File: src/hw/sdp_pkg.sv
// Shared constants of the stacked-die select port.
// Assumes a single 250 MHz clock; host pins arrive synchronous to it.
package sdp_pkg;

	// ----------------------------------------
	// Bus widths and die counts
	// ----------------------------------------
	localparam int DATA_W       = 16;
	localparam int ADDR_W       = 26;
	localparam int FLASH_DIES   = 3;
	localparam int PSRAM_DIES   = 2;

	// ----------------------------------------
	// Top address bit per flash density, and lowest reserved address bit
	// ----------------------------------------
	localparam int TOP_BIT_128M = 22;
	localparam int TOP_BIT_64M  = 21;
	localparam int TOP_BIT_32M  = 20;
	localparam int RESERVED_LO  = 24;

	// ----------------------------------------
	// Reset values
	// ----------------------------------------
	localparam logic [DATA_W-1:0] DATA_RESET = 16'h0000;
	localparam logic [ADDR_W-1:0] ADDR_RESET = 26'h0000000;

endpackage

File: src/hw/sdp_flash_die_port.sv
// One flash die: select, output buffer request and write capture.
// Assumes pins already sampled by the parent, one sample per enabled clock.
`timescale 1ns/10ps
module sdp_flash_die_port #(
	parameter int TOP_BIT = sdp_pkg::TOP_BIT_128M
) (
	// Clock and reset
	input  wire logic                        clock,
	input  wire logic                        reset_n,
	input  wire logic                        clock_enable,
	// Sampled host controls
	input  wire logic                        enable_n,
	input  wire logic                        output_enable_n,
	input  wire logic                        write_enable_n,
	input  wire logic [sdp_pkg::ADDR_W-1:0]  address,
	input  wire logic [sdp_pkg::DATA_W-1:0]  data_in,
	// Die side
	output logic                             drive_req,
	output logic                             active,
	output logic                             write_strobe,
	output logic [sdp_pkg::ADDR_W-1:0]       write_address,
	output logic [sdp_pkg::DATA_W-1:0]       write_data
);
	import sdp_pkg::*;

	logic                prev_we_n;
	logic                prev_en_n;
	logic                next_active;
	logic                next_strobe;
	logic [ADDR_W-1:0]   next_address;
	logic [DATA_W-1:0]   next_data;
	logic [ADDR_W-1:0]   word_mask;

	// Reads are refused while a write pulse is low
	assign drive_req = !enable_n && !output_enable_n && write_enable_n;
	// Word address: bits above the top bit, reserved ones included, are dropped
	assign word_mask = ADDR_W'((27'h1 << (TOP_BIT + 1)) - 27'h1);

	always_comb begin
		next_active  = !enable_n;
		next_strobe  = 1'b0;
		next_address = write_address;
		next_data    = write_data;
		// Capture on the rising edge of the write enable while selected
		if (!prev_we_n && write_enable_n && !prev_en_n) begin
			next_strobe  = 1'b1;
			next_address = address & word_mask;
			next_data    = data_in;
		end
	end

	always_ff @(posedge clock) begin
		if (!reset_n) begin
			prev_we_n     <= 1'b1;
			prev_en_n     <= 1'b1;
			active        <= 1'b0;
			write_strobe  <= 1'b0;
			write_address <= ADDR_RESET;
			write_data    <= DATA_RESET;
		end else if (clock_enable) begin
			prev_we_n     <= write_enable_n;
			prev_en_n     <= enable_n;
			active        <= next_active;
			write_strobe  <= next_strobe;
			write_address <= next_address;
			write_data    <= next_data;
		end
	end

endmodule // sdp_flash_die_port

File: src/hw/sdp_ram_port.sv
// SRAM and PSRAM die selection and RAM output buffer request.
// Assumes pins already sampled by the parent.
`timescale 1ns/10ps
module sdp_ram_port (
	// Clock and reset
	input  wire logic                            clock,
	input  wire logic                            reset_n,
	input  wire logic                            clock_enable,
	// Sampled host controls
	input  wire logic                            sram_select_low_n,
	input  wire logic                            sram_select_high,
	input  wire logic [sdp_pkg::PSRAM_DIES-1:0]  psram_select_n,
	input  wire logic                            ram_output_enable_n,
	// Die side
	output logic                                 sram_drive_req,
	output logic [sdp_pkg::PSRAM_DIES-1:0]       psram_drive_req,
	output logic                                 sram_active,
	output logic [sdp_pkg::PSRAM_DIES-1:0]       psram_active
);
	import sdp_pkg::*;

	logic                   sram_sel;
	logic                   next_sram_active;
	logic [PSRAM_DIES-1:0]  next_psram_active;

	// Either select deasserted deselects the SRAM
	assign sram_sel        = !sram_select_low_n && sram_select_high;
	assign sram_drive_req  = sram_sel && !ram_output_enable_n;
	assign psram_drive_req = ~psram_select_n & {PSRAM_DIES{!ram_output_enable_n}};

	always_comb begin
		next_sram_active  = sram_sel;
		next_psram_active = ~psram_select_n;
	end

	always_ff @(posedge clock) begin
		if (!reset_n) begin
			sram_active  <= 1'b0;
			psram_active <= '0;
		end else if (clock_enable) begin
			sram_active  <= next_sram_active;
			psram_active <= next_psram_active;
		end
	end

endmodule // sdp_ram_port

File: src/hw/sdp_select_port.sv
// Die-select and bus-control front end of a stacked memory package.
// Assumes host pins synchronous to clock; the tristate wire is resolved outside.
`timescale 1ns/10ps

// Functional notes
// Flash top address bit follows die density.
// Address bit zero selects 16-bit words.
// Two reserved high address bits are ignored.
// Data bus takes writes, returns read data.
// Data floats when deselected or buffers off.
// Low flash enable activates that die.
// High flash enable: standby, data, wait float.
// Three flash enables map to dies 1-3.
// SRAM selected by low and high selects.
// SRAM deselected into standby otherwise.
// Two PSRAM selects map to dies 1-2.
// PSRAM select activates die, else standby.
// Flash output enable gates flash buffers.
// Second flash output enable serves dies 2-3.
// RAM output enable gates RAM buffers.
// Flash write captured on write-enable rising edge.
// Die drives only when selected and enabled.
module sdp_select_port #(
	parameter int DIE1_TOP_BIT = sdp_pkg::TOP_BIT_128M,
	parameter int DIE2_TOP_BIT = sdp_pkg::TOP_BIT_128M,
	parameter int DIE3_TOP_BIT = sdp_pkg::TOP_BIT_128M
) (
	// Clock and reset
	input  wire logic                                            clock,
	input  wire logic                                            reset_n,
	input  wire logic                                            clock_enable,
	// Host address and data
	input  wire logic [sdp_pkg::ADDR_W-1:0]                      address,
	input  wire logic [sdp_pkg::DATA_W-1:0]                      data_in,
	output logic      [sdp_pkg::DATA_W-1:0]                      data_out,
	output logic                                                 data_oe_n,
	// Host flash controls
	input  wire logic                                            flash_die1_enable_n,
	input  wire logic                                            flash_die2_enable_n,
	input  wire logic                                            flash_die3_enable_n,
	input  wire logic                                            flash_die1_output_enable_n,
	input  wire logic                                            flash_upper_dies_output_enable_n,
	input  wire logic                                            flash_write_enable_n,
	output logic                                                 wait_out,
	output logic                                                 wait_oe_n,
	// Host RAM controls
	input  wire logic                                            sram_select_low_n,
	input  wire logic                                            sram_select_high,
	input  wire logic                                            psram_die1_select_n,
	input  wire logic                                            psram_die2_select_n,
	input  wire logic                                            ram_output_enable_n,
	// Die read side
	input  wire logic [sdp_pkg::FLASH_DIES-1:0][sdp_pkg::DATA_W-1:0] flash_read_data,
	input  wire logic [sdp_pkg::FLASH_DIES-1:0]                  flash_wait_level,
	input  wire logic [sdp_pkg::DATA_W-1:0]                      sram_read_data,
	input  wire logic [sdp_pkg::PSRAM_DIES-1:0][sdp_pkg::DATA_W-1:0] psram_read_data,
	// Die status and write side
	output logic      [sdp_pkg::FLASH_DIES-1:0]                  flash_die_active,
	output logic                                                 sram_active,
	output logic      [sdp_pkg::PSRAM_DIES-1:0]                  psram_active,
	output logic      [sdp_pkg::FLASH_DIES-1:0]                  flash_write_strobe,
	output logic      [sdp_pkg::FLASH_DIES-1:0][sdp_pkg::ADDR_W-1:0] flash_write_address,
	output logic      [sdp_pkg::FLASH_DIES-1:0][sdp_pkg::DATA_W-1:0] flash_write_data
);
	import sdp_pkg::*;

	localparam int DRIVERS = FLASH_DIES + 1 + PSRAM_DIES;

	// ----------------------------------------
	// Pin sampling
	// ----------------------------------------
	logic [ADDR_W-1:0]      pin_address;
	logic [DATA_W-1:0]      pin_data;
	logic [FLASH_DIES-1:0]  pin_flash_en_n;
	logic [1:0]             pin_flash_oe_n;
	logic                   pin_we_n;
	logic                   pin_sram_low_n;
	logic                   pin_sram_high;
	logic [PSRAM_DIES-1:0]  pin_psram_n;
	logic                   pin_ram_oe_n;

	logic [ADDR_W-1:0]      next_pin_address;
	logic [DATA_W-1:0]      next_pin_data;
	logic [FLASH_DIES-1:0]  next_pin_flash_en_n;
	logic [1:0]             next_pin_flash_oe_n;
	logic                   next_pin_we_n;
	logic                   next_pin_sram_low_n;
	logic                   next_pin_sram_high;
	logic [PSRAM_DIES-1:0]  next_pin_psram_n;
	logic                   next_pin_ram_oe_n;

	always_comb begin
		next_pin_address    = address;
		next_pin_data       = data_in;
		next_pin_flash_en_n = {flash_die3_enable_n, flash_die2_enable_n, flash_die1_enable_n};
		next_pin_flash_oe_n = {flash_upper_dies_output_enable_n, flash_die1_output_enable_n};
		next_pin_we_n       = flash_write_enable_n;
		next_pin_sram_low_n = sram_select_low_n;
		next_pin_sram_high  = sram_select_high;
		next_pin_psram_n    = {psram_die2_select_n, psram_die1_select_n};
		next_pin_ram_oe_n   = ram_output_enable_n;
	end

	// Idle levels at reset keep every die deselected
	always_ff @(posedge clock) begin
		if (!reset_n) begin
			pin_address    <= ADDR_RESET;
			pin_data       <= DATA_RESET;
			pin_flash_en_n <= '1;
			pin_flash_oe_n <= '1;
			pin_we_n       <= 1'b1;
			pin_sram_low_n <= 1'b1;
			pin_sram_high  <= 1'b0;
			pin_psram_n    <= '1;
			pin_ram_oe_n   <= 1'b1;
		end else if (clock_enable) begin
			pin_address    <= next_pin_address;
			pin_data       <= next_pin_data;
			pin_flash_en_n <= next_pin_flash_en_n;
			pin_flash_oe_n <= next_pin_flash_oe_n;
			pin_we_n       <= next_pin_we_n;
			pin_sram_low_n <= next_pin_sram_low_n;
			pin_sram_high  <= next_pin_sram_high;
			pin_psram_n    <= next_pin_psram_n;
			pin_ram_oe_n   <= next_pin_ram_oe_n;
		end
	end

	// ----------------------------------------
	// Die ports
	// ----------------------------------------
	logic [FLASH_DIES-1:0]  flash_drive_req;
	logic                   sram_drive_req;
	logic [PSRAM_DIES-1:0]  psram_drive_req;

	localparam int TOP_BITS [FLASH_DIES] = '{DIE1_TOP_BIT, DIE2_TOP_BIT, DIE3_TOP_BIT};

	for (genvar i = 0; i < FLASH_DIES; i++) begin : g_flash
		sdp_flash_die_port #(
			.TOP_BIT (TOP_BITS[i])
		) u_die (
			.clock           (clock),
			.reset_n         (reset_n),
			.clock_enable    (clock_enable),
			.enable_n        (pin_flash_en_n[i]),
			.output_enable_n (pin_flash_oe_n[(i == 0) ? 0 : 1]),
			.write_enable_n  (pin_we_n),
			.address         (pin_address),
			.data_in         (pin_data),
			.drive_req       (flash_drive_req[i]),
			.active          (flash_die_active[i]),
			.write_strobe    (flash_write_strobe[i]),
			.write_address   (flash_write_address[i]),
			.write_data      (flash_write_data[i])
		);
	end

	sdp_ram_port u_ram (
		.clock               (clock),
		.reset_n             (reset_n),
		.clock_enable        (clock_enable),
		.sram_select_low_n   (pin_sram_low_n),
		.sram_select_high    (pin_sram_high),
		.psram_select_n      (pin_psram_n),
		.ram_output_enable_n (pin_ram_oe_n),
		.sram_drive_req      (sram_drive_req),
		.psram_drive_req     (psram_drive_req),
		.sram_active         (sram_active),
		.psram_active        (psram_active)
	);

	// ----------------------------------------
	// Data and wait outputs
	// ----------------------------------------
	// Lowest index wins; the host is expected to select one reader at a time
	function automatic logic [2:0] first_set(input logic [DRIVERS-1:0] req);
		logic [2:0] idx;
		idx = 3'h0;
		for (int k = DRIVERS - 1; k >= 0; k--) begin
			if (req[k]) begin
				idx = 3'(k);
			end
		end
		return idx;
	endfunction

	logic [DRIVERS-1:0]  drive_req;
	logic [DATA_W-1:0]   next_data_out;
	logic                next_data_oe_n;
	logic                next_wait_out;
	logic                next_wait_oe_n;
	logic [2:0]          drv_idx;
	logic [1:0]          wait_idx;

	assign drive_req = {psram_drive_req, sram_drive_req, flash_drive_req};

	always_comb begin
		drv_idx        = first_set(drive_req);
		wait_idx       = 2'(first_set({3'h0, ~pin_flash_en_n}));
		next_data_oe_n = !(|drive_req);
		next_data_out  = data_out;
		if (|drive_req) begin
			unique case (drv_idx)
				3'h0, 3'h1, 3'h2: next_data_out = flash_read_data[drv_idx[1:0]];
				3'h3:             next_data_out = sram_read_data;
				default:          next_data_out = psram_read_data[drv_idx == 3'h5];
			endcase
		end
		// Wait is gated by the enables only, not by output enables
		next_wait_oe_n = &pin_flash_en_n;
		next_wait_out  = next_wait_oe_n ? 1'b0 : flash_wait_level[wait_idx];
	end

	always_ff @(posedge clock) begin
		if (!reset_n) begin
			data_out  <= DATA_RESET;
			data_oe_n <= 1'b1;
			wait_out  <= 1'b0;
			wait_oe_n <= 1'b1;
		end else if (clock_enable) begin
			data_out  <= next_data_out;
			data_oe_n <= next_data_oe_n;
			wait_out  <= next_wait_out;
			wait_oe_n <= next_wait_oe_n;
		end
	end
endmodule // sdp_select_port

File: config.mk
export PLATFORM = sky130hd
export DESIGN_NAME = sdp_select_port
export DESIGN_NICKNAME = d
export VERILOG_FILES = /design/src/hw/sdp_pkg.sv /design/src/hw/sdp_flash_die_port.sv /design/src/hw/sdp_ram_port.sv /design/src/hw/sdp_select_port.sv
export SDC_FILE = /design/constraint.sdc
export NUM_CORES = 1
export LEC_CHECK = 0
export BUFFER_PORTS_ARGS = -buffer_cell sky130_fd_sc_hd__buf_4
export CAP_MARGIN = 5
export CELL_PAD_IN_SITES_DETAIL_PLACEMENT = 1
export CELL_PAD_IN_SITES_GLOBAL_PLACEMENT = 1
export CORE_ASPECT_RATIO = 0.9
export CORE_UTILIZATION = 37
export CTS_BUF_LIST = sky130_fd_sc_hd__clkbuf_4
export CTS_CLUSTER_DIAMETER = 40
export DETAILED_ROUTE_END_ITERATION = 8
export MAX_ROUTING_LAYER = met4
export PLACE_DENSITY_LB_ADDON = 0.12
export RECOVER_POWER = 25
export SLEW_MARGIN = 40
export SYNTH_ARGS = -nofsm -noshare
export SYNTH_HDL_FRONTEND = slang
export SYNTH_SLANG_ARGS = --single-unit
File: constraint.sdc
create_clock -name clock -period 2.15 [get_ports clock]
set_input_delay 0.43 -clock clock [delete_from_list [all_inputs] [get_ports clock]]
set_output_delay 0.43 -clock clock [all_outputs]
set_load 0.01 [all_outputs]
Word-level counts from Yosys, hierarchy flattened:

Index checks and enable logic that the tools add are counted.

* order comparisons: 3
* eq/ne operators: 4
* muxes and demuxes: 20
* bitwise logic cells: 3
* reduce and logical (&&, ||, !) cells: 32

Operator list (number)
* 2-to-1 mux 16 bit: 3
* binary-select mux 16 bit (select 2 bit): 1
* case mux 16 bit (2 select lines): 1
* 2-to-1 mux 3 bit: 6
* logical AND 1 bit: 12
* logical NOT 1 bit: 12
* AND reduction 2 bit: 4
* == test 3 x 2 -> 1 bit (second input constant): 2
* < comparator 2 x 3 -> 1 bit (second input constant): 2
* 2-to-1 mux 2 bit: 3
* OR reduction 6 bit: 1
* 2-to-1 mux 1 bit: 5
* == test 3 x 1 -> 1 bit (second input constant): 1
* == test 3 bit (second input constant): 1
* logical NOT 3 bit: 1
* inverter 3 bit: 1
* AND reduction 3 bit: 1
* OR reduction 3 bit: 1
* AND 2 bit: 1
* binary-select mux 1 bit (select 2 bit): 1
* < comparator 1 x 2 -> 1 bit (second input constant): 1
* inverter 2 bit: 1

* flip-flop bits (word level): 199
* input bits: 155
* logic and storage cells: 93

Logic depth before layout (Yosys ltp):

* depth after elaboration: 12
* gate-level depth with buffers: 8
* gate-level depth less buffers: 5

Modules after synthesis:

A second synthesis with hierarchy kept.

* cells, all modules: 955
* area, all modules: 9173.8 um2

Modules (own cells, without submodules)
* sdp_flash_die_port: instances 3, cells an instance 189, area an instance 1786.7 um2
* sdp_select_port: instances 1, cells an instance 374, area an instance 3688.5 um2
* sdp_ram_port: instances 1, cells an instance 14, area an instance 125.1 um2

Worst setup path before layout:

No wires, ideal clock.

* path type: register to register
* start point: register pin_flash_en_n[0]
* end point: register data_out[1] in the netlist's numbering
* setup time: 0.123 ns
* arrival: 1.534 ns
* setup slack: 0.493 ns
* cell stages (with the launch flop): 8
* path buffers: 3
* cells stage by stage: dfxtp_1 -> buf_2 -> or3b_4 -> clkbuf_1 -> clkbuf_1 -> and3_1 -> o21ai_0 -> a31oi_1

* cells in the longest elaborated chain, start to end: 8
* elaborated cells on any way between the ends: 17
* classes of those cells: 4 x eq/ne; 6 x mux; 7 x reduce/logical

RTL lines
* from (decl): RTL line sdp_select_port.sv:74 `logic [FLASH_DIES-1:0] pin_flash_en_n;`
* from (signal assigned): RTL line sdp_select_port.sv:119 `pin_flash_en_n <= next_pin_flash_en_n;`
* logical NOT 1 bit *: RTL line sdp_flash_die_port.sv:35 `assign drive_req = !enable_n && !output_enable_n && write_enable_n;`
* logical AND 1 bit * (2 in series): RTL line sdp_flash_die_port.sv:35
* 2-to-1 mux 3 bit: RTL line sdp_select_port.sv:180 `if (req[k]) begin`
* == test 3 bit: RTL line sdp_select_port.sv:206 `default: next_data_out = psram_read_data[drv_idx == 3'h5];`
* 2-to-1 mux 16 bit (not written as such) (2 in series): RTL line sdp_select_port.sv:206
* case mux 16 bit (2 select lines): RTL line sdp_select_port.sv:203 `unique case (drv_idx)`
* to (signal assigned): RTL line sdp_select_port.sv:221 `data_out <= next_data_out;`
* to (decl): RTL line sdp_select_port.sv:35 `output logic [sdp_pkg::DATA_W-1:0] data_out,`

Every way passes the cells marked *; elsewhere a longest branch is shown, timed or not. The select of a mux whose other input is x is not followed.
A chain may end at the register's enable or synchronous reset.

Worst setup path after layout:

* start point: register pin_sram_high
* end point: register data_out[3] in the netlist's numbering

* cells in the longest elaborated chain, start to end: 10
* elaborated cells on any way between the ends: 19
* classes of those cells: 4 x eq/ne; 9 x mux; 6 x reduce/logical

RTL lines
* from (decl): RTL line sdp_select_port.sv:78 `logic pin_sram_high;`
* from (signal assigned): RTL line sdp_select_port.sv:123 `pin_sram_high <= next_pin_sram_high;`
* logical AND 1 bit *: RTL line sdp_ram_port.sv:27 `assign sram_sel = !sram_select_low_n && sram_select_high;`
* logical AND 1 bit *: RTL line sdp_ram_port.sv:28 `assign sram_drive_req = sram_sel && !ram_output_enable_n;`
* 2-to-1 mux 3 bit (4 in series): RTL line sdp_select_port.sv:180
* == test 3 bit: RTL line sdp_select_port.sv:206
* 2-to-1 mux 16 bit (not written as such) (2 in series): RTL line sdp_select_port.sv:206
* case mux 16 bit (2 select lines): RTL line sdp_select_port.sv:203

Marks and branches as above.

==> impl_metrics.csv <==
group,metric,value,unit
worst_setup_path,end_kind,"flip-flop",
final_layout,layout_commonest_cell,"buf_4",
global_route,overflow,0,
drt,wl_per_cell,18.0,um
power_and_ir_drop,powerDensity,577,nW/um^2
sta,slew_violations,0,
placement,dpl.hpwl,19800,um
clocking,cts_buffers,17,
drt,ant_nets,0,
logic_synthesis,ys_seq_area_share,45.6,%
clocking,htreeDepth,4,
outcome,status,"complete, no violations",
global_route,antenna_found_initial,1,
worst_setup_path,start_kind,"flip-flop",
global_route,grt_pass1_vias,7991,
logic_synthesis,synth-seq-cells,199,
logic_synthesis,ys_types,36,
logic_synthesis,synthesis.area,8740,um^2
worst_setup_path,required,2.68,ns
drt,vias,8131,
clocking,path_clk_slew,0.18,ns
final_layout,fin_nets,1444,
sta,rsz0062_at_grt,"no",
global_route,gr-usage-met2,37.2,%
worst_setup_path,cp-startpoint,"pin_sram_high$_SDFFE_PN0P_",
power_and_ir_drop,peakVddDrop,0.368,mV
logic_synthesis,synth-edff-count,0,
logic_synthesis,synth_top_area_share,45.6,%
logic_synthesis,synthFlopType,"dfxtp_1",
sta,fin_crit_sh,92.5,%
logic_synthesis,yosysWarnings,0,
final_layout,syn2layout_area_growth,31.5,%
power_and_ir_drop,p_leak,4.74,nW
drt,drt_iter0_markers,430,
worst_setup_path,cp_max_fo,14,
final_layout,fin_area,11500,um^2
power_and_ir_drop,clkPwrFrac,29.8,%
power_and_ir_drop,comb_power_share,12.2,%
global_route,grt_use_met3,5.84,%
drt,vias_per_cell,5.09,
sta,maxSlewHeadroom,2.73,%
floorplan,core,22800,um^2
logic_synthesis,synthTopCellsByArea,"dfxtp_1, a21boi_0, nand2_1",
global_route,grt_usage,23.9,%
global_route,grt_max_degree,89,
placement,gp_congestion,0.827,
clocking,cts_tree,"done",
floorplan,die_h,148,um
sta,fin_crit,1.99,ns
final_layout,final_cell_mix,"buf_4, nand2_1, dfxtp_1, a21boi_0, o21ai_0",
drt,drc_errors,0,
placement,place_area,11300,um^2
power_and_ir_drop,swShare,28.5,%
power_and_ir_drop,switching_power,1.89,mW
clocking,clockBufferDepth,2,
power_and_ir_drop,fin_total_pwr,6.64,mW
sta,worst_pin_slew,1.46,ns
sta,skew,0.0381,ns
floorplan,start_util,38.3,%
sta,setup_viol,0,
worst_setup_path,worstSetupPathType,"reg2reg",
floorplan,io_pins,309,
global_route,grt_pass1_wl,43500,um
sta,hold_viol,0,
global_route,top_usage_layer,"met2",
drt,first_pass_iters,4,
drt,drt_wl_total,28700,um
final_layout,n_fill_cell,2764,
placement,port-buffer-count,296,
logic_synthesis,postSynthAreaPerCell,8.53,um^2
floorplan,dieArea,24300,um^2
logic_synthesis,async_flop_share,0,%
final_layout,drive_gt1_share,27.7,%
clocking,clock_latency,0.59,ns
floorplan,placementRows,52,
worst_setup_path,r2r-start,"pin_sram_high$_SDFFE_PN0P_",
worst_setup_path,critical_path_arrival,2.52,ns
sta,fmax,0.503,GHz
logic_synthesis,syn_inst,1025,
sta,whs,0.0633,ns
worst_hold_path,hp-class,"in2reg",
power_and_ir_drop,intPower,4.74,mW
worst_hold_path,hold_start,"flash_die1_enable_n",
run,cap_violations,0,
clocking,root_buffer,"clkbuf_4",
global_route,use_met1,31.0,%
clocking,clock_sinks,199,
floorplan,die_x,164,um
logic_synthesis,yosysTopAreaCell,"dfxtp_1",
power_and_ir_drop,pwr-share-seq,58.0,%
synthesized netlist by cell type (all sizes together) (18+ instances only):
cell,number
o21ai,85
a31oi,18
buf,36
and3,32
and2,18
o21a,18
mux2i,54
nand2,248
nor2b,43
clkbuf,64
a21boi,139
dfxtp,199
critical path, stage by stage, from the launching register on:
cell and delay [ns]:
dfxtp_1 0.35, nor2b_1 0.17, o41ai_4 0.48, buf_4 0.21, buf_4 0.16, buf_6 0.16
and3_1 0.16, o21ai_1 0.08, a31oi_1 0.17
registers in the layout, indices dropped and copies added (netlist names), 3 cells and up:
register                     count
g_flash.u_die.write_strobe       3
g_flash.u_die.write_data        48
g_flash.u_die.prev_en_n          3
pin_flash_en_n                   3
pin_data                        16
pin_address                     23
g_flash.u_die.active             3
data_out                        16
g_flash.u_die.write_address     69
power groups by stage:
stage               logic, mW  clock network [mW]  registers (mW)
global placement        0.782                   0            3.92
finish                  0.807                1.98            3.85
floorplan               0.399                   0            3.92
CTS                     0.803                2.05            3.85
global route            0.873                2.20            3.86
detailed placement      0.800                   0            3.92
cell type report:
class / count / area, um^2 / share of cell area (%)
multi-input cells: 733 / 4360 / 37.9
flip-flops and latches: 199 / 3990 / 34.6
repair buffers: 336 / 2500 / 21.7
well taps: 297 / 372 / 3.23
clock inverters: 13 / 141 / 1.23
clock buffers: 18 / 135 / 1.17
inverters: 2 / 7.51 / 0.0653
diodes: 1 / 2.50 / 0.0218
per-stage QoR:
| step | util, % | worst slack (ns) | std cells | TNS, ns |
|---|---|---|---|---|
| floorplan | - | 0.493 | 1033 | 0 |
| global placement | 49.3 | -0.0645 | 1560 | -0.352 |
| detailed placement | 49.4 | 0.0107 | 1562 | 0 |
| CTS | 50.6 | 0.0508 | 1594 | 0 |
| global route | 50.4 | 0.0266 | 1599 | 0 |
| finish | 50.4 | 0.160 | 1599 | 0 |
routing by layer:
layer  share of wire [%]  vias to the layer above
li1                    -                     3984
met1                  46                     3904
met2                  46                      220
met3                 6.2                       23
met4                 1.2                        0
met5                   0                        -
what timing repair did:
| item | 4_1_cts | 5_1_grt |
|---|---|---|
| endpoints found under the setup margin | 1 | 16 |
| buffers inserted | 1 | 1 |
| gates cloned | 0 | 1 |
| hold endpoints to repair | 0 | 2 |
| resized for setup | 0 | 3 |
| hold buffers | 0 | 2 |
cells by family after synthesis:
kind of cell | after synthesis | share of synthesized area [%]
DFF | 199 | 45.6
AOI/OAI and AO/OA | 297 | 23.1
and+or+nand+nor | 372 | 19.6
other | 1 | 0.0429
muxes | 54 | 6.18
buffers and inverters | 102 | 5.55
final timing paths:
check	endpoint	depth (start not counted)	slack, ns
setup / recovery	data_out[3]$_SDFFE_PN0P_	8	0.16
setup reg to reg	data_out[3]$_SDFFE_PN0P_	8	0.16
hold / removal	pin_flash_en_n[0]$_SDFFE_PN1P_	3	0.06
hold reg to reg	g_flash[1].u_die.write_address[22]$_SDFFE_PN0P_	2	0.47
(Power assumes the default switching activity.)
